File: config.mk
export PLATFORM = sky130hd
export DESIGN_NAME = gateway_control_word_decoder
export DESIGN_NICKNAME = d
export VERILOG_FILES = /design/src/node_mask_mem.v /design/src/mbox_hdr_check.v /design/src/gateway_control_word_decoder.v
export VERILOG_INCLUDE_DIRS = /design/src
export SDC_FILE = /design/constraint.sdc
export NUM_CORES = 1
export LEC_CHECK = 0
export ABC_AREA = 0
export ABC_CLOCK_PERIOD_IN_PS = 5700
export BUFFER_PORTS_ARGS = -buffer_cell sky130_fd_sc_hd__clkbuf_2
export CAP_MARGIN = 30
export CORE_MARGIN = 1.5
export CORE_UTILIZATION = 60
export CTS_CLUSTER_SIZE = 24
export DETAILED_ROUTE_END_ITERATION = 16
export PLACE_DENSITY = 0.78
export SYNTH_ARGS = -nofsm -noshare
export SYNTH_HDL_FRONTEND = slang
export SYNTH_SLANG_ARGS = --single-unit
File: constraint.sdc
create_clock -name core_clk_i -period 5.7 [get_ports core_clk_i]
set_clock_uncertainty 0.15 [all_clocks]
set_input_delay 0.57 -clock core_clk_i [delete_from_list [all_inputs] [get_ports core_clk_i]]
set_output_delay 0.57 -clock core_clk_i [all_outputs]
set_load 0.05 [all_outputs]
File: src/gwcw_regs.vh
// Constants for the gateway control word decoder: offsets, fields, codes.
// Assumes byte-wide access to the output process area.
`ifndef GWCW_REGS_VH
`define GWCW_REGS_VH
`define OFS_CTRL_HI 10'h200
`define OFS_CTRL_LO 10'h201
`define OFS_STAT_HI 10'h000
`define OFS_STAT_LO 10'h001
`define BIT_HCONFIRM 15
`define BIT_HSEND 14
`define BIT_OUT_VALID 13
`define BIT_EXEC 12
`define CODE_MSB 11
`define CODE_LSB 8
`define OPND_MSB 7
`define OPND_LSB 0
`define CMD_DISABLE 4'h0
`define CMD_ENABLE 4'h1
`define CMD_FIRST_N 4'h2
`define MODE_MASTER 2'h0
`define MODE_SERIAL 2'h1
`define MODE_GENERIC 2'h2
`define HDR_WORDS 8'h10
`define DATA_WORDS_MAX 8'h80
`define MSG_INFO_FIXED 16'h4002
`define HDR_IDX_INFO 4'h1
`define HDR_IDX_SIZE 4'h3
`endif

File: src/node_mask_mem.v
// Node enable memory: one bit for each of 256 subnetwork node addresses.
// Assumes a single clock; read data registered one cycle after the address.
`timescale 1ns/100ps
module node_mask_mem (
	input wire core_clk_i,
	input wire arst_n_i,
	input wire wr_i,
	input wire [7:0] waddr_i,
	input wire wdata_i,
	input wire [7:0] raddr_i,
	output reg rdata_o
);
	reg [255:0] mask_ff;
	// -----------------------------------------------------------------
	// Storage; all nodes start enabled after reset.
	// -----------------------------------------------------------------
	always @(posedge core_clk_i or negedge arst_n_i) begin
		if (!arst_n_i) begin
			mask_ff <= {256{1'b1}};
			rdata_o <= 1'b1;
		end else begin
			if (wr_i)
				mask_ff[waddr_i] <= wdata_i;
			rdata_o <= mask_ff[raddr_i]; // Registered read port.
		end
	end
endmodule

File: src/mbox_hdr_check.v
// Mailbox header checker: watches header words and flags a bad message.
// Assumes words arrive one a cycle with a start pulse on the first one.
`include "gwcw_regs.vh"
`timescale 1ns/100ps
module mbox_hdr_check (
	input wire core_clk_i,
	input wire arst_n_i,
	input wire word_vld_i,
	input wire word_first_i,
	input wire [15:0] word_i,
	output reg msg_ok_o,
	output reg msg_bad_o
);
	reg [7:0] idx_ff;
	reg bad_ff;
	reg [7:0] nxt_idx;
	reg nxt_bad;
	// -----------------------------------------------------------------
	// Header walk. The size word counts data bytes, so words are halved.
	// -----------------------------------------------------------------
	always @* begin
		nxt_idx = word_first_i ? 8'h00 : idx_ff;
		nxt_bad = word_first_i ? 1'b0 : bad_ff;
		if (nxt_idx == {4'h0, `HDR_IDX_INFO} && word_i != `MSG_INFO_FIXED)
			nxt_bad = 1'b1;
		// Widened by one bit so a size of all ones cannot wrap to zero.
		if (nxt_idx == {4'h0, `HDR_IDX_SIZE}
			&& (({1'b0, word_i} + 17'h00001) >> 1) > {9'h000, `DATA_WORDS_MAX})
			nxt_bad = 1'b1;
	end
	always @(posedge core_clk_i or negedge arst_n_i) begin
		if (!arst_n_i) begin
			idx_ff <= 8'h00;
			bad_ff <= 1'b0;
			msg_ok_o <= 1'b0;
			msg_bad_o <= 1'b0;
		end else begin
			msg_ok_o <= 1'b0;
			msg_bad_o <= 1'b0;
			if (word_vld_i) begin
				idx_ff <= nxt_idx + 8'h01;
				bad_ff <= nxt_bad;
				// Verdict when the sixteenth header word is seen.
				if (nxt_idx == `HDR_WORDS - 8'h01) begin
					msg_ok_o <= !nxt_bad;
					msg_bad_o <= nxt_bad;
				end
			end
		end
	end
endmodule

File: src/gateway_control_word_decoder.v
// Control word decoder: captures the host control word from the output area,
// runs the handshake toggles and executes node enable commands.
// Assumes byte writes from the fieldbus side on core_clk_i's domain.
`include "gwcw_regs.vh"
`timescale 1ns/100ps
module gateway_control_word_decoder (
	input wire core_clk_i,
	input wire arst_n_i,
	input wire cs_enable_i,
	input wire [1:0] op_mode_i,
	input wire area_wr_i,
	input wire [9:0] area_addr_i,
	input wire [7:0] area_wdata_i,
	input wire area_rd_i,
	output reg [7:0] area_rdata_o,
	input wire [7:0] node_count_i,
	input wire [7:0] node_query_i,
	output wire node_enabled_o,
	output reg sub_exchange_o,
	output reg cmd_busy_o,
	output reg cmd_done_o,
	input wire dev_send_tgl_i,
	input wire [12:0] dev_status_i,
	input wire mbox_vld_i,
	input wire mbox_first_i,
	input wire [15:0] mbox_word_i,
	output wire mbox_ok_o,
	output wire mbox_bad_o
);
	localparam ST_IDLE = 2'b00;
	localparam ST_FILL = 2'b01;
	localparam ST_DONE = 2'b10;

	reg [15:0] ctrl_ff;
	reg send_seen_ff;
	reg dev_confirm_ff;
	reg dev_send_ff;
	reg [1:0] state_ff;
	reg [7:0] fill_ff;
	reg [7:0] limit_ff;
	reg mem_wr;
	reg [7:0] mem_waddr;
	reg mem_wdata;
	wire host_confirm_toggle;
	wire host_send_toggle;
	wire [3:0] cmd_code;
	wire [7:0] cmd_opnd;
	wire cmd_allowed;
	wire new_send;

	// -----------------------------------------------------------------
	// Field extraction.
	// -----------------------------------------------------------------
	// Fields of the captured word.
	assign host_confirm_toggle = ctrl_ff[`BIT_HCONFIRM];
	assign host_send_toggle = ctrl_ff[`BIT_HSEND];
	assign cmd_code = ctrl_ff[`CODE_MSB:`CODE_LSB];
	assign cmd_opnd = ctrl_ff[`OPND_MSB:`OPND_LSB];
	// Commands only exist in the two master modes.
	assign cmd_allowed = cs_enable_i && (op_mode_i == `MODE_MASTER
		|| op_mode_i == `MODE_SERIAL);
	// A fresh request is a send toggle the device has not answered.
	assign new_send = host_send_toggle != send_seen_ff;

	// -----------------------------------------------------------------
	// Output area write port.
	// -----------------------------------------------------------------
	// High byte at the lower address, as the word is kept MSB first.
	always @(posedge core_clk_i or negedge arst_n_i) begin
		if (!arst_n_i) begin
			ctrl_ff <= 16'h0000;
		end else if (area_wr_i && cs_enable_i) begin
			if (area_addr_i == `OFS_CTRL_HI)
				ctrl_ff[15:8] <= area_wdata_i;
			else if (area_addr_i == `OFS_CTRL_LO)
				ctrl_ff[7:0] <= area_wdata_i;
		end
	end

	// -----------------------------------------------------------------
	// Read port: status word and readback of the control word.
	// -----------------------------------------------------------------
	// Unmapped bytes read zero, so software sees no stale data.
	always @(posedge core_clk_i or negedge arst_n_i) begin
		if (!arst_n_i) begin
			area_rdata_o <= 8'h00;
		end else if (area_rd_i) begin
			if (cs_enable_i && area_addr_i == `OFS_STAT_HI)
				// Bit 13 of the status word is not driven by this block.
				area_rdata_o <= {dev_send_ff, dev_confirm_ff, 1'b0, dev_status_i[12:8]};
			else if (cs_enable_i && area_addr_i == `OFS_STAT_LO)
				area_rdata_o <= dev_status_i[7:0];
			else if (area_addr_i == `OFS_CTRL_HI)
				area_rdata_o <= ctrl_ff[15:8];
			else if (area_addr_i == `OFS_CTRL_LO)
				area_rdata_o <= ctrl_ff[7:0];
			else
				area_rdata_o <= 8'h00;
		end
	end

	// -----------------------------------------------------------------
	// Subnetwork exchange gate.
	// -----------------------------------------------------------------
	// With the words disabled there is no valid bit, so exchange runs freely.
	always @(posedge core_clk_i or negedge arst_n_i) begin
		if (!arst_n_i)
			sub_exchange_o <= 1'b0;
		else
			sub_exchange_o <= cs_enable_i ? ctrl_ff[`BIT_OUT_VALID] : 1'b1;
	end

	// -----------------------------------------------------------------
	// Device handshake bits.
	// -----------------------------------------------------------------
	// The device echoes the host send toggle as its confirm once the
	// request is consumed; its own send bit follows the core's toggle.
	always @(posedge core_clk_i or negedge arst_n_i) begin
		if (!arst_n_i) begin
			dev_send_ff <= 1'b0;
			dev_confirm_ff <= 1'b0;
		end else begin
			dev_send_ff <= dev_send_tgl_i;
			if (state_ff == ST_IDLE && new_send)
				dev_confirm_ff <= host_send_toggle;
		end
	end

	// -----------------------------------------------------------------
	// Command engine.
	// -----------------------------------------------------------------
	// Code 0x02 walks every configured node, one per cycle, so it takes
	// node_count_i cycles; busy covers the walk.
	always @(posedge core_clk_i or negedge arst_n_i) begin
		if (!arst_n_i) begin
			state_ff <= ST_IDLE;
			send_seen_ff <= 1'b0;
			fill_ff <= 8'h00;
			limit_ff <= 8'h00;
			cmd_done_o <= 1'b0;
		end else begin
			cmd_done_o <= 1'b0;
			case (state_ff)
				ST_IDLE: begin
					if (new_send) begin
						send_seen_ff <= host_send_toggle;
						if (ctrl_ff[`BIT_EXEC] && cmd_allowed) begin
							if (cmd_code == `CMD_FIRST_N && node_count_i != 8'h00) begin
								fill_ff <= 8'h00;
								limit_ff <= cmd_opnd;
								state_ff <= ST_FILL;
							end else begin
								state_ff <= ST_DONE;
							end
						end
					end
				end
				ST_FILL: begin
					fill_ff <= fill_ff + 8'h01;
					if (fill_ff == node_count_i - 8'h01)
						state_ff <= ST_DONE;
				end
				ST_DONE: begin
					cmd_done_o <= 1'b1;
					state_ff <= ST_IDLE;
				end
				default: begin
					state_ff <= ST_IDLE;
				end
			endcase
		end
	end

	// Busy flag is a register so it is glitch free.
	always @(posedge core_clk_i or negedge arst_n_i) begin
		if (!arst_n_i)
			cmd_busy_o <= 1'b0;
		else
			cmd_busy_o <= (state_ff == ST_FILL) || (state_ff == ST_IDLE && new_send
				&& ctrl_ff[`BIT_EXEC] && cmd_allowed);
	end

	// -----------------------------------------------------------------
	// Node mask write selection.
	// -----------------------------------------------------------------
	always @* begin
		mem_wr = 1'b0;
		mem_waddr = cmd_opnd;
		mem_wdata = 1'b0;
		if (state_ff == ST_IDLE && new_send && ctrl_ff[`BIT_EXEC] && cmd_allowed) begin
			if (cmd_code == `CMD_DISABLE) begin
				mem_wr = 1'b1;
				mem_wdata = 1'b0;
			end else if (cmd_code == `CMD_ENABLE) begin
				mem_wr = 1'b1;
				mem_wdata = 1'b1;
			end
		end else if (state_ff == ST_FILL) begin
			mem_wr = 1'b1;
			mem_waddr = fill_ff;
			mem_wdata = fill_ff < limit_ff;
		end
	end

	node_mask_mem u_mask (
		.core_clk_i(core_clk_i),
		.arst_n_i(arst_n_i),
		.wr_i(mem_wr),
		.waddr_i(mem_waddr),
		.wdata_i(mem_wdata),
		.raddr_i(node_query_i),
		.rdata_o(node_enabled_o)
	);

	// -----------------------------------------------------------------
	// Mailbox header checking.
	// -----------------------------------------------------------------
	mbox_hdr_check u_mbox (
		.core_clk_i(core_clk_i),
		.arst_n_i(arst_n_i),
		.word_vld_i(mbox_vld_i),
		.word_first_i(mbox_first_i),
		.word_i(mbox_word_i),
		.msg_ok_o(mbox_ok_o),
		.msg_bad_o(mbox_bad_o)
	);
endmodule

# [After elaboration in Yosys (flattened, before gate mapping)]
# Index checks and enable logic that the tools add are counted.
[totals] regBits=316 out_inout_bits=14
[classes] add_sub_neg=4 magnitude_cmp=5 n_eq_ne=18 muxes=37 bitwise=1 n_reduce_logical=27
[op_table] cell="256-bit bitwise mux" n=1
[op_table] cell="8-bit two-way mux" n=10
[op_table] cell="10-bit == test (second input constant)" n=2
[op_table] cell="8-bit by 9-bit < comparator with 1-bit output (second input constant)" n=2
[op_table] cell="1-bit two-way mux" n=18
[op_table] cell="16-bit by 1-bit adder with 17-bit output (second input constant)" n=1
[op_table] cell="8-bit by 1-bit adder with 8-bit output (second input constant)" n=2
[op_table] cell="16-bit by 8-bit greater-than comparator with 1-bit output (second input constant)" n=1
[op_table] cell="16-bit by 15-bit != test with 1-bit output (second input constant)" n=1
[op_table] cell="8-bit case mux with 2 select lines" n=1
[op_table] cell="1-bit logical AND" n=12
[op_table] cell="10-bit by 1-bit == test with 1-bit output (second input constant)" n=1
[op_table] cell="10-bit zero test" n=1
[op_table] cell="1-bit binary-select mux with 8-bit select" n=1
[op_table] cell="1-bit demux with 8-bit select" n=1
[op_table] cell="8-bit by 1-bit == test with 1-bit output (second input constant)" n=1
[op_table] cell="8-bit by 2-bit == test with 1-bit output (second input constant)" n=1
[op_table] cell="8-bit by 4-bit == test with 1-bit output (second input constant)" n=1
[op_table] cell="8-bit == test" n=1
[op_table] cell="8-bit by 1-bit greater-or-equal comparator with 1-bit output (second input constant)" n=1
[op_table] cell="8-bit < comparator" n=1
[op_table] cell="2-bit two-way mux" n=4
[op_table] cell="4-bit AND reduction" n=2
[op_table] cell="8-bit nonzero test" n=1
[op_table] cell="17 further kinds" n=24

# [Longest topological paths before layout]
# Gate-level depths: netlist of run 1.
[logic_depth] depth_word=10 ltp_mapped=11 depth_no_buf=9

# [Modules after synthesis]
# A second synthesis of run 1 with hierarchy kept.
[hier_totals] hier_cells=1532 hier_area_um2=17395.4
[by_module_without_submodules] module="node_mask_mem" n_inst=1 cells_each=1134 area_per_inst_um2=13600.5 seq_area_each_um2=6752.7
[by_module_without_submodules] module="gateway_control_word_decoder" n_inst=1 cells_each=280 area_per_inst_um2=2855.2 seq_area_each_um2=1176.1
[by_module_without_submodules] module="mbox_hdr_check" n_inst=1 cells_each=118 area_per_inst_um2=939.7 seq_area_each_um2=275.3

# [Worst setup path before layout of run 1]
# OpenSTA, ideal clock, no wires.
[synth_timing] kind="input -> register" startpoint="input node_query_i[0]" endpoint="register u_mask.rdata_o" setup_ns=0.082 arrival_time_ns=2.661 required_ns=5.468 slack_ns=2.807 stages=9 path_buffers=3 path_cell_list="buf_2 -> buf_4 -> buf_2 -> mux4_2 -> a22oi_1 -> nand4_1 -> a41oi_1 -> a21oi_1 -> a211o_1"
[synth_via] elab_chain_len=2
[synth_rtl] element="start, declared" line="gateway_control_word_decoder.v:17" text="input wire [7:0] node_query_i,"
[synth_rtl] element="1-bit binary-select mux with 8-bit select" line="node_mask_mem.v:24" text="rdata_o <= mask_ff[raddr_i];"
[synth_rtl] element="1-bit two-way mux (implied by the code)" line="node_mask_mem.v:24"
[synth_rtl] element="end signal, assigned" line="node_mask_mem.v:24"
[synth_rtl] element="end, declared" line="node_mask_mem.v:11" text="output reg rdata_o"
# Every way passes these cells. The select of a mux whose other input is x is not followed.
# A chain may end at the register's enable or synchronous reset.

# [Final worst setup path of run 1]
[layout_timing] startpoint="register fill_ff[1]" endpoint="register u_mask.mask_ff[247]"
[layout_via] elab_chain_len=7
[layout_rtl] element="start, declared" line="gateway_control_word_decoder.v:39" text="reg [7:0] fill_ff;"
[layout_rtl] element="start signal, assigned" line="gateway_control_word_decoder.v:159" text="fill_ff <= fill_ff + 8'h01;"
[layout_rtl] element="8-bit two-way mux" line="gateway_control_word_decoder.v:198" text="end else if (state_ff == ST_FILL) begin"
[layout_rtl] element="8-bit two-way mux" line="gateway_control_word_decoder.v:190" text="if (state_ff == ST_IDLE && new_send && ctrl_ff[`BIT_EXEC] && cmd_allowed) begin"
[layout_rtl] element="8-bit by 9-bit < comparator with 1-bit output (implied by the code) / 8-bit by 1-bit greater-or-equal comparator with 1-bit output (equally long branches)" line="node_mask_mem.v:23" text="mask_ff[waddr_i] <= wdata_i;"
[layout_rtl] element="1-bit logical AND (implied by the code)" line="node_mask_mem.v:23"
[layout_rtl] element="1-bit two-way mux (implied by the code)" line="node_mask_mem.v:23"
[layout_rtl] element="1-bit demux with 8-bit select"
[layout_rtl] element="256-bit bitwise mux (*)" line="node_mask_mem.v:23"
[layout_rtl] element="end signal, assigned" line="node_mask_mem.v:19" text="mask_ff <= {256{1'b1}};"
[layout_rtl] element="end signal, assigned by index" line="node_mask_mem.v:23"
[layout_rtl] element="end, declared" line="node_mask_mem.v:13" text="reg [255:0] mask_ff;"
# Mark *: on every way between the ends. The rest lies on a longest branch, timed or not.

==> results of run 1 <==
## kinds of logic (layout without fill, tap and decap cells)
logic type,after synthesis,count (layout)
AOI/OAI and AO/OA,403,403
xor gates and xnor gates,22,22
adders and majority gates,13,13
buffers and inverters,129,178
DFF,315,315
muxes,141,141
and+or+nand+nor,683,683
## per-layer routing
metal	share of wire (%)	wire, um	GRT usage (%)
met1	43	16900	37.8
met2	48	18900	47.1
met3	6.0	2380	4.49
met4	3.1	1230	10.2
met5	0	0	0
## cell usage after synthesis, drive strengths merged (28+ instances only)
cell type / n
mux2: 28
o22ai: 31
o21ai: 44
o31ai: 29
mux2i: 77
dfrtp: 58
nand2: 54
dfstp: 257
nor2: 483
a21oi: 242
clkbuf: 89
mux4: 36
## per-stage QoR
stage	util (%)	hold WS [ns]
after CTS	66.7	0.0370
after floorplan	-	0.124
after global routing	66.7	0.0944
after global placement	62.7	0.303
final	66.7	0.0318
after detailed placement	62.7	0.309
## sequential cells by signal, indices dropped and copies added, names as in the netlist
signal / count
u_mask.mask_ff: 256
ctrl_ff: 16
area_rdata_o: 8
fill_ff: 8
limit_ff: 8
u_mbox.idx_ff: 8
state_ff: 2
cmd_busy_o: 1
cmd_done_o: 1
dev_confirm_ff: 1
dev_send_ff: 1
sub_exchange_o: 1
u_mask.rdata_o: 1
u_mbox.bad_ff: 1
u_mbox.msg_bad_o: 1
u_mbox.msg_ok_o: 1
## area by class of cell
class / count / area [um2]
clock buffers: 54 / 1010
clock inverters: 6 / 41.3
fillers: 2061 / 8900
inverters: 21 / 78.8
multi-input cells: 1262 / 7520
flip-flops and latches: 315 / 8200
well taps: 341 / 427
repair buffers: 97 / 543
## path summary, 6_finish.rpt
check                                               start                               to  slack, ns
worst max-delay path               fill_ff[1]$_DFFE_PN0P_  u_mask.mask_ff[247]$_DFFE_PN1P_       2.08
worst min-delay path                             arst_n_i             cmd_done_o$_DFF_PN0_       0.03
worst max register to register     fill_ff[1]$_DFFE_PN0P_  u_mask.mask_ff[247]$_DFFE_PN1P_       2.08
worst min register to register  u_mbox.bad_ff$_DFFE_PN0P_        u_mbox.msg_ok_o$_DFF_PN0_       0.32
max in group asynchronous                        arst_n_i     u_mbox.idx_ff[1]$_DFFE_PN0P_       4.17
min in group core_clk_i                   area_wdata_i[5]          ctrl_ff[13]$_DFFE_PN0P_       0.15
## power groups by stage
| stage | Combinational [mW] | Clock (mW) | Sequential (mW) |
|---|---|---|---|
| after global placement | 0.279 | 0 | 2.31 |
| after CTS | 0.287 | 2.14 | 2.28 |
| final | 0.287 | 2.10 | 2.28 |
| after floorplan | 0.145 | 0 | 2.33 |
| after detailed placement | 0.285 | 0 | 2.31 |
| after global routing | 0.314 | 2.21 | 2.28 |
## timing repair
action / 4_1_cts / 5_1_grt
endpoints found under the setup margin: 0 / 0
hold endpoints to repair: 1 / 0
hold buffers: 1 / 0
## critical path, delay by kind of cell, from the launching register on
family	cells	cell delay, ns
and+or+nand+nor	1	0.81
DFF	1	0.47
buffers and inverters	1	0.83
adders and majority gates	1	0.32
AOI/OAI and AO/OA	5	0.79
==> impl_results.md, run 1 <==
- Final Power: 4.67 mW
- Detailed Route Iter0 Violations: 1141
- Antenna Cells: 0
- Min-delay worst type: in -> async
- Post CTS Setup Buffer Count: 0
- Largest net degree at the start of global routing: 139
- Comb power frac: 6.1%
- Clock power share: 45.0%
- Mapped Nets: 1792
- Slowest-stage cell, CP: buf_4
- Num CTS Buffers: 34
- Critical path startpoint category: flop
- Root Driver: clkbuf_16
- Most used DFF post-synth: dfstp_2
- Status: complete, no violations
- Compound-cell area share of the yosys netlist: 14.2%
- Slowest cell delay on critical path: 0.83 ns
- CTS H-tree lvls: 2
- # resized after CTS: 0
- Detail Placement HPWL: 24900 um
- Top post-synthesis cells by area: dfstp_2 (42%), nor2_1 (11%), dfrtp_1 (8.9%)
- Drt via density: 6.10
- Sw power: 1.08 mW
- Core ar.: 26700 um2
- Global-route wire length before repair: 63700 um
- Cell Chain, Critical Path: ha_1 > a21o_1 > a21o_1 > a211oi_1 > o21ai_0 > and2_4 > buf_4 > a21oi_1
- Synth async-reset ratio: 100%
- DRC: 0
- Die X: 168 um
- Final antenna-violating net count: 0
- Worst Path Max Fanout: 89
- Fin. max-slew vios: 0
- Most common cell after layout, fill and taps aside: nor2_1
- Most frequent cells in the layout: nor2_1 (483), dfstp_2 (257), a21oi_1 (242)
- Setup TNS: 0 ns
- DR vias: 12.8k
- Tcrit/Tclk final: 63.5%
- Die Height: 168 um
- I/O Pins: 87
- Placer congestion estimate: 0.825
- Initial DRT Pass Iterations: 6
- Final worst slack: 2.08 ns
- Post-synth cell types: 54
- Crit. End Element: flop
- Post-synthesis register bit count: 315
- Most used cell along the critical path: a21o_1
- IO Port Bufs: 85
- Pwr/cell area: 262 nW/um2
- Final wirelength: 39400 um
- Final setup viols: 0
- Non-Filler Instances: 2096
- Simple-Gate Fraction of Synth Area: 18.3%
- Synth area leader: dfstp_2
- Mux cell area share after synthesis: 11.7%
- CTS max path bufs: 3
- Seq pwr share: 48.8%
- Mapped Area: 16200 um2
- DP Area: 16800 um2
- Tmin final: 3.62 ns
- Initial antenna violation count: 0
- Die area: 28100 um2
- Top cell type's share of synthesized area: 41.6%
- Clk sinks: 315
- Post-synthesis instance total: 1706
- Critical Path RT: 5.95 ns
- Max Clock Freq: 276 MHz
- Sequential fraction of the synthesis area: 50.5%
- Design area: 17800 um2
- Area grow syn2layout: 9.75%
- Nets: 1817
- Syn Area/Cell: 9.52 um2
- Number of enable flip-flop cells after synthesis: 0
- Pint: 3.58 mW
- TritonCTS clock tree: yes
- Worst VDD drop: 0.215 mV
- WP data arrival: 3.86 ns
- Switching Share: 23.2%
- Maxcap violations: 0
- XOR/XNOR share of the synthesized area: 1.19%
- Ys Warns: 0
- Vias in the first global route: 12.5k
- RSZ-0062 raised after global routing: no
- Share of layout cells above drive strength 1: 27.6%
- Worst Tran Pin Value: 0.939 ns
- Max transition margin: 37.4%
- CP Class: reg -> reg
- Worst slack, placed: 2.20 ns
- Clk_lat worst skew: 0.52 ns
- Placed cell count: 2034
- Starting Density: 60.8%
- Reg2reg path depth: 8
- WL/cell: 18.8 um
- Global route total overflow: 0
- Gr usage total: 28.3%
- Leak: 7.03 nW
- Largest family of logic cells by synthesized area: simple AND/OR/NAND/NOR gates
- Reg clk slew, reported paths: 0.06 ns
- # rows: 60
- Synth Area in Adders: 1.00%
- Final hold viol count: 0
(Power assumes the default switching activity.)
==> run 2, diff against run 1 <==
--- a/config.mk
+++ b/config.mk
@@ -7,7 +7,7 @@
 export NUM_CORES = 1
 export LEC_CHECK = 0
 export ABC_AREA = 0
-export ABC_CLOCK_PERIOD_IN_PS = 5700
+export ABC_CLOCK_PERIOD_IN_PS = 3400
 export BUFFER_PORTS_ARGS = -buffer_cell sky130_fd_sc_hd__clkbuf_2
 export CAP_MARGIN = 30
 export CORE_MARGIN = 1.5
==> constraint.sdc (replaced) <==
create_clock -name core_clk_i -period 3.4 [get_ports core_clk_i]
set_clock_uncertainty 0.15 [all_clocks]
set_input_delay 0.34 -clock core_clk_i [delete_from_list [all_inputs] [get_ports core_clk_i]]
set_output_delay 0.34 -clock core_clk_i [all_outputs]
set_load 0.05 [all_outputs]
==> run 2 against run 1 <==
Effect of this change: maximum frequency is 18% higher; critical endpoint is now u_mask.mask_ff[102]$_DFFE_PN1P_; largest cell class unchanged; largest power group unchanged; routed wire length increased by 2.0%; sequential share of layout area fell by 1.2 points; critical path depth is 1 higher; final cell count rose by 1.9%; power grew 74%.
==> impl_results.md, run 2 (synthesis gave the netlist of run 1 again) <==
- Max transition margin: 39.2%
- Status: complete, no violations
- Final Power: 8.13 mW
- Switching Share: 22.7%
- Initial antenna violation count: 0
- CP Class: reg -> reg
- Initial DRT Pass Iterations: 5
- Register area: 8200 um2
- Placer congestion estimate: 0.835
- Post CTS Setup Buffer Count: 0
- Hold Crit Depth: 2
- Reg with most FFs: u_mask.mask_ff
- Reg clk slew, reported paths: 0.06 ns
- Die Height: 168 um
- I/O Pins: 87
- Core ar.: 26700 um2
- Min-delay worst type: in -> reg
- WP data arrival: 3.35 ns
- Nets: 1856
- CTS H-tree lvls: 2
- Final worst slack: 0.331 ns
- Share of layout cells above drive strength 1: 28.9%
- Setup TNS: 0 ns
- CTS max path bufs: 3
- Area of the multi-input gates: 7520 um2
- Final hold viol count: 0
- Fin. max-slew vios: 0
- Worst hold endpoint: u_mbox.idx_ff[4]$_DFFE_PN0P_
- DP Area: 17000 um2
- Starting Density: 60.8%
- Global route total overflow: 0
- RSZ-0062 raised after global routing: no
- Design area: 18300 um2
- Area grow syn2layout: 12.7%
- Global-route wire length before repair: 65800 um
- Final antenna-violating net count: 0
- Gr usage total: 29.1%
- IO Port Bufs: 85
- Reg-to-reg startpoint: state_ff[1]$_DFFE_PN0P_
- Fillers: 1992
- Comb power frac: 6.2%
- TritonCTS clock tree: yes
- Pint: 6.28 mW
- Sw power: 1.85 mW
- Root Driver: clkbuf_16
- Non-Filler Instances: 2136
- Most frequent cells in the layout: nor2_1 (483), dfstp_2 (257), a21oi_1 (242)
- WL/cell: 18.8 um
- Die area: 28100 um2
- Final wirelength: 40200 um
- Tmin final: 3.07 ns
- Crit. End Element: flop
- Seq pwr share: 47.0%
- Clock power share: 46.8%
- Vias in the first global route: 13.1k
- Detail Placement HPWL: 26100 um
- Max Clock Freq: 326 MHz
- Worst r2r dst: u_mask.mask_ff[102]$_DFFE_PN1P_
- Maxcap violations: 0
- Final setup viols: 0
- Largest net degree at the start of global routing: 78
- Flop2flop setup slack: 0.33 ns
- Pwr/cell area: 444 nW/um2
- Largest register FFs: 256
- Clk_lat worst skew: 0.51 ns
- # rows: 60
- Critical Path RT: 3.69 ns
- Leak: 7.29 nW
- HP Start: mbox_first_i
- Most common cell after layout, fill and taps aside: nor2_1
- Worst Tran Pin Value: 0.913 ns
- Worst VDD drop: 0.363 mV
- Drt via density: 6.09
- Die X: 168 um
- DR vias: 13.0k
- Critical path startpoint category: flop
- Worst slack, placed: 0.441 ns
- Clk sinks: 315
- Reg2reg path depth: 9
- Tcrit/Tclk final: 90.3%
- DRC: 0
- Placed cell count: 2062
- Antenna Cells: 0
- Worst Path Max Fanout: 17
- Biggest regs: u_mask.mask_ff x256, ctrl_ff x16
- Num CTS Buffers: 35
- Detailed Route Iter0 Violations: 1100
[run 2: worst max path at each step]
stage | from | endpoint | slack [ns] | cells after the start
after CTS | state_ff[1]$_DFFE_PN0P_ | u_mask.mask_ff[102]$_DFFE_PN1P_ | 0.35 | 9
after detailed placement | state_ff[1]$_DFFE_PN0P_ | u_mask.mask_ff[166]$_DFFE_PN1P_ | 0.44 | 9
after floorplan | node_query_i[0] | u_mask.rdata_o$_DFF_PN1_ | 0.74 | 9
after global routing | state_ff[1]$_DFFE_PN0P_ | u_mask.mask_ff[102]$_DFFE_PN1P_ | 0.14 | 9
final | state_ff[1]$_DFFE_PN0P_ | u_mask.mask_ff[102]$_DFFE_PN1P_ | 0.33 | 9
after global placement | state_ff[1]$_DFFE_PN0P_ | u_mask.mask_ff[117]$_DFFE_PN1P_ | 0.53 | 9
[run 2: repair_timing]
item,in CTS,in global routing
gates resized for setup,0,0
hold buffers,12,0
hold endpoints to repair,76,0
[run 2: routing by layer]
metal	up-vias	global-route usage [%]	wire length, um
met2	454	49.8	19600
met4	0	10.1	1260
li1	6114	-	-
met3	100	4.44	2440
met1	6339	37.9	16900
met5	-	0	0
[run 2: power groups by stage]
stage | Combinational, mW | Clock [mW] | Sequential (mW)
after floorplan | 0.244 | 0 | 3.90
after global placement | 0.480 | 0 | 3.87
after detailed placement | 0.488 | 0 | 3.87
after CTS | 0.502 | 3.84 | 3.82
after global routing | 0.550 | 3.98 | 3.82
final | 0.501 | 3.81 | 3.82
[run 2: worst max-delay path, cell delays in order, from the launching register on]
cell and delay, ns:
dfrtp_1 0.37, buf_4 0.18, nor2_1 0.11, nand4_1 0.33, o41ai_4 0.45, buf_4 0.28, nand2b_1 0.49, nor2_1 0.37
nor2_1 0.10, a21oi_1 0.15
[run 2: layout make-up]
type	instances	share of cell area [%]
Clock buffer	51	5.74
Multi-Input combinational cell	1262	41.1
Timing Repair Buffer	135	4.96
Tap cell	341	2.33
Clock inverter	11	0.595
Sequential cell	315	44.8
Inverter	21	0.431
[run 2: stage by stage]
stage	hold slack (ns)	util (%)
floorplan	-0.106	-
global placement	0.167	63.7
detailed placement	0.169	63.7
CTS	0.0310	68.5
global route	0.0738	68.5
finish	0.0359	68.5
==> run 3, diff against run 2 <==
--- a/config.mk
+++ b/config.mk
@@ -10,11 +10,14 @@
 export ABC_CLOCK_PERIOD_IN_PS = 3400
 export BUFFER_PORTS_ARGS = -buffer_cell sky130_fd_sc_hd__clkbuf_2
 export CAP_MARGIN = 30
+export CORE_ASPECT_RATIO = 1.5
 export CORE_MARGIN = 1.5
 export CORE_UTILIZATION = 60
 export CTS_CLUSTER_SIZE = 24
 export DETAILED_ROUTE_END_ITERATION = 16
 export PLACE_DENSITY = 0.78
+export SETUP_SLACK_MARGIN = 0.1
+export SLEW_MARGIN = 20
 export SYNTH_ARGS = -nofsm -noshare
 export SYNTH_HDL_FRONTEND = slang
 export SYNTH_SLANG_ARGS = --single-unit
==> run 3 against run 2 <==
Effect of this change: clock power shrank 14%; utilization grew 0.39 points; sequential cell count is the same; via count shrank 0.13%; non-clock buffer count grew 23; first-iteration DRC count shrank 7.1%; critical path type unchanged; critical endpoint is now u_mask.mask_ff[93]$_DFFE_PN1P_; largest power group unchanged.
==> impl_results.md, run 3 (synthesis gave the netlist of run 1 again) <==
- Met3 routed WL: 1960 um
- Max Clock Freq: 345 MHz
- Detailed Route Iter0 Violations: 1022
- Final Power: 7.61 mW
- Tcrit/Tclk final: 85.3%
- DR vias: 13.0k
- Setup TNS: 0 ns
- RSZ-0062 raised after global routing: no
- Die X: 137 um
- Leak: 7.30 nW
- CTS H-tree lvls: 1
- Post CTS Setup Buffer Count: 0
- Final antenna-violating net count: 0
- Core ar.: 26600 um2
- Die area: 28100 um2
- Detail Placement HPWL: 27300 um
- Cell count along the critical path: 9
- TritonCTS clock tree: yes
- Max transition margin: 50.9%
- Slowest-stage cell, CP: dfrtp_1
- Maxcap violations: 0
- Final hold viol count: 0
- WL met2: 21400 um
- I/O Pins: 87
- Reg with most FFs: u_mask.mask_ff
- Clk_lat worst skew: 0.57 ns
- Critical path startpoint category: flop
- Non-Filler Instances: 2146
- DP Area: 17200 um2
- Worst Path Max Fanout: 17
- Gr usage total: 30.2%
- Cell Chain, Critical Path: nand2b_1 > buf_4 > a31oi_1 > or2_2 > nand2b_1 > buf_4 > nor2_1 > nor2_1 > a21oi_1
- Reg2reg path depth: 9
- Initial antenna violation count: 0
- Antenna Cells: 0
- Register area: 8200 um2
- Clk sinks: 315
- Vias in the first global route: 12.8k
- Global-route wire length before repair: 66300 um
- Reg clk slew, reported paths: 0.07 ns
- Design area: 18300 um2
- Area of the multi-input gates: 7520 um2
- Tmin final: 2.90 ns
- # rows: 73
- Worst Tran Pin Value: 0.730 ns
- Area grow syn2layout: 12.7%
- Starting Density: 61.1%
- Most frequent cells in the layout: nor2_1 (483), dfstp_2 (257), a21oi_1 (242)
- Initial DRT Pass Iterations: 5
- Largest register FFs: 256
- DRC: 0
- Placed cell count: 2079
- Share of layout cells above drive strength 1: 29.5%
- Nets: 1874
- WP data arrival: 3.24 ns
- Critical Path RT: 3.74 ns
- Pwr/cell area: 416 nW/um2
- Global route total overflow: 0
- CP Class: reg -> reg
- Drt via density: 6.05
- Metal-1 WL: 16100 um
- Bufs and invs on worst path: 2
- Root Driver: clkbuf_16
- # resized after CTS: 0
- CTS max path bufs: 3
- Fin util: 68.9%
- Final setup viols: 0
- Status: complete, no violations
- Largest net degree at the start of global routing: 87
- Num CTS Buffers: 30
- Fillers: 1994
- Placer congestion estimate: 0.901
- IO Port Bufs: 85
- Crit. End Element: flop
- WL/cell: 19.2 um
- Slowest cell delay on critical path: 0.64 ns
- DR top layer: met4
- Fin. max-slew vios: 0
- Hold_buf cts: 14
- Min-delay worst type: in -> reg
- Die Height: 204 um
- Hold Crit Depth: 2
- Biggest regs: u_mask.mask_ff x256, ctrl_ff x16
- CP top delay family: simple AND/OR/NAND/NOR gates
- Final wirelength: 41300 um
- Worst VDD drop: 0.441 mV
- Most common cell after layout, fill and taps aside: nor2_1
[run 3: path summary, 6_finish.rpt]
kind	endpoint	from	slack, ns
max	u_mask.mask_ff[93]$_DFFE_PN1P_	state_ff[0]$_DFFE_PN0P_	0.50
min	u_mbox.idx_ff[2]$_DFFE_PN0P_	mbox_vld_i	0.02
max reg2reg	u_mask.mask_ff[93]$_DFFE_PN1P_	state_ff[0]$_DFFE_PN0P_	0.50
min reg2reg	u_mbox.msg_ok_o$_DFF_PN0_	u_mbox.bad_ff$_DFFE_PN0P_	0.32
max in group asynchronous	u_mask.mask_ff[168]$_DFFE_PN1P_	arst_n_i	1.94
min in group asynchronous	limit_ff[5]$_DFFE_PN0P_	arst_n_i	0.26
[run 3: routing by layer]
| layer | up-vias | global-route usage [%] |
|---|---|---|
| met5 | - | 0 |
| met4 | 0 | 14.1 |
| met3 | 107 | 3.34 |
| met2 | 407 | 52.8 |
| met1 | 6341 | 37.4 |
| li1 | 6135 | - |
[run 3: report_power, final]
part / internal, mW / switching [mW] / leakage, nW
Combinational: 0.199 / 0.318 / 3.39
Clock: 1.86 / 1.42 / 0.483
Sequential: 3.79 / 0.0253 / 3.43
[run 3: area by class of cell]
| type | instances | area share (%) |
|---|---|---|
| Clock inverter | 8 | 0.239 |
| Sequential cell | 315 | 44.8 |
| Timing Repair Buffer | 158 | 6.07 |
| Inverter | 21 | 0.431 |
| Multi-Input combinational cell | 1262 | 41.1 |
| Tap cell | 337 | 2.30 |
| Clock buffer | 45 | 5.02 |
[run 3: worst reg2reg max path, delay by kind of cell (launching register included)]
family	cells	cell delay (ns)
AOI/OAI and AO/OA	2	0.60
buffers and inverters	2	0.53
DFF	1	0.64
and+or+nand+nor	5	0.90
[run 3: per-stage QoR]
stage / hold WS, ns / setup WS (ns)
2_1_floorplan: -0.106 / 0.737
3_3_place_gp: 0.234 / 0.531
3_5_place_dp: 0.241 / 0.540
4_1_cts: 0.000665 / 0.601
5_1_grt: 0.0345 / 0.356
6_report: 0.0215 / 0.501
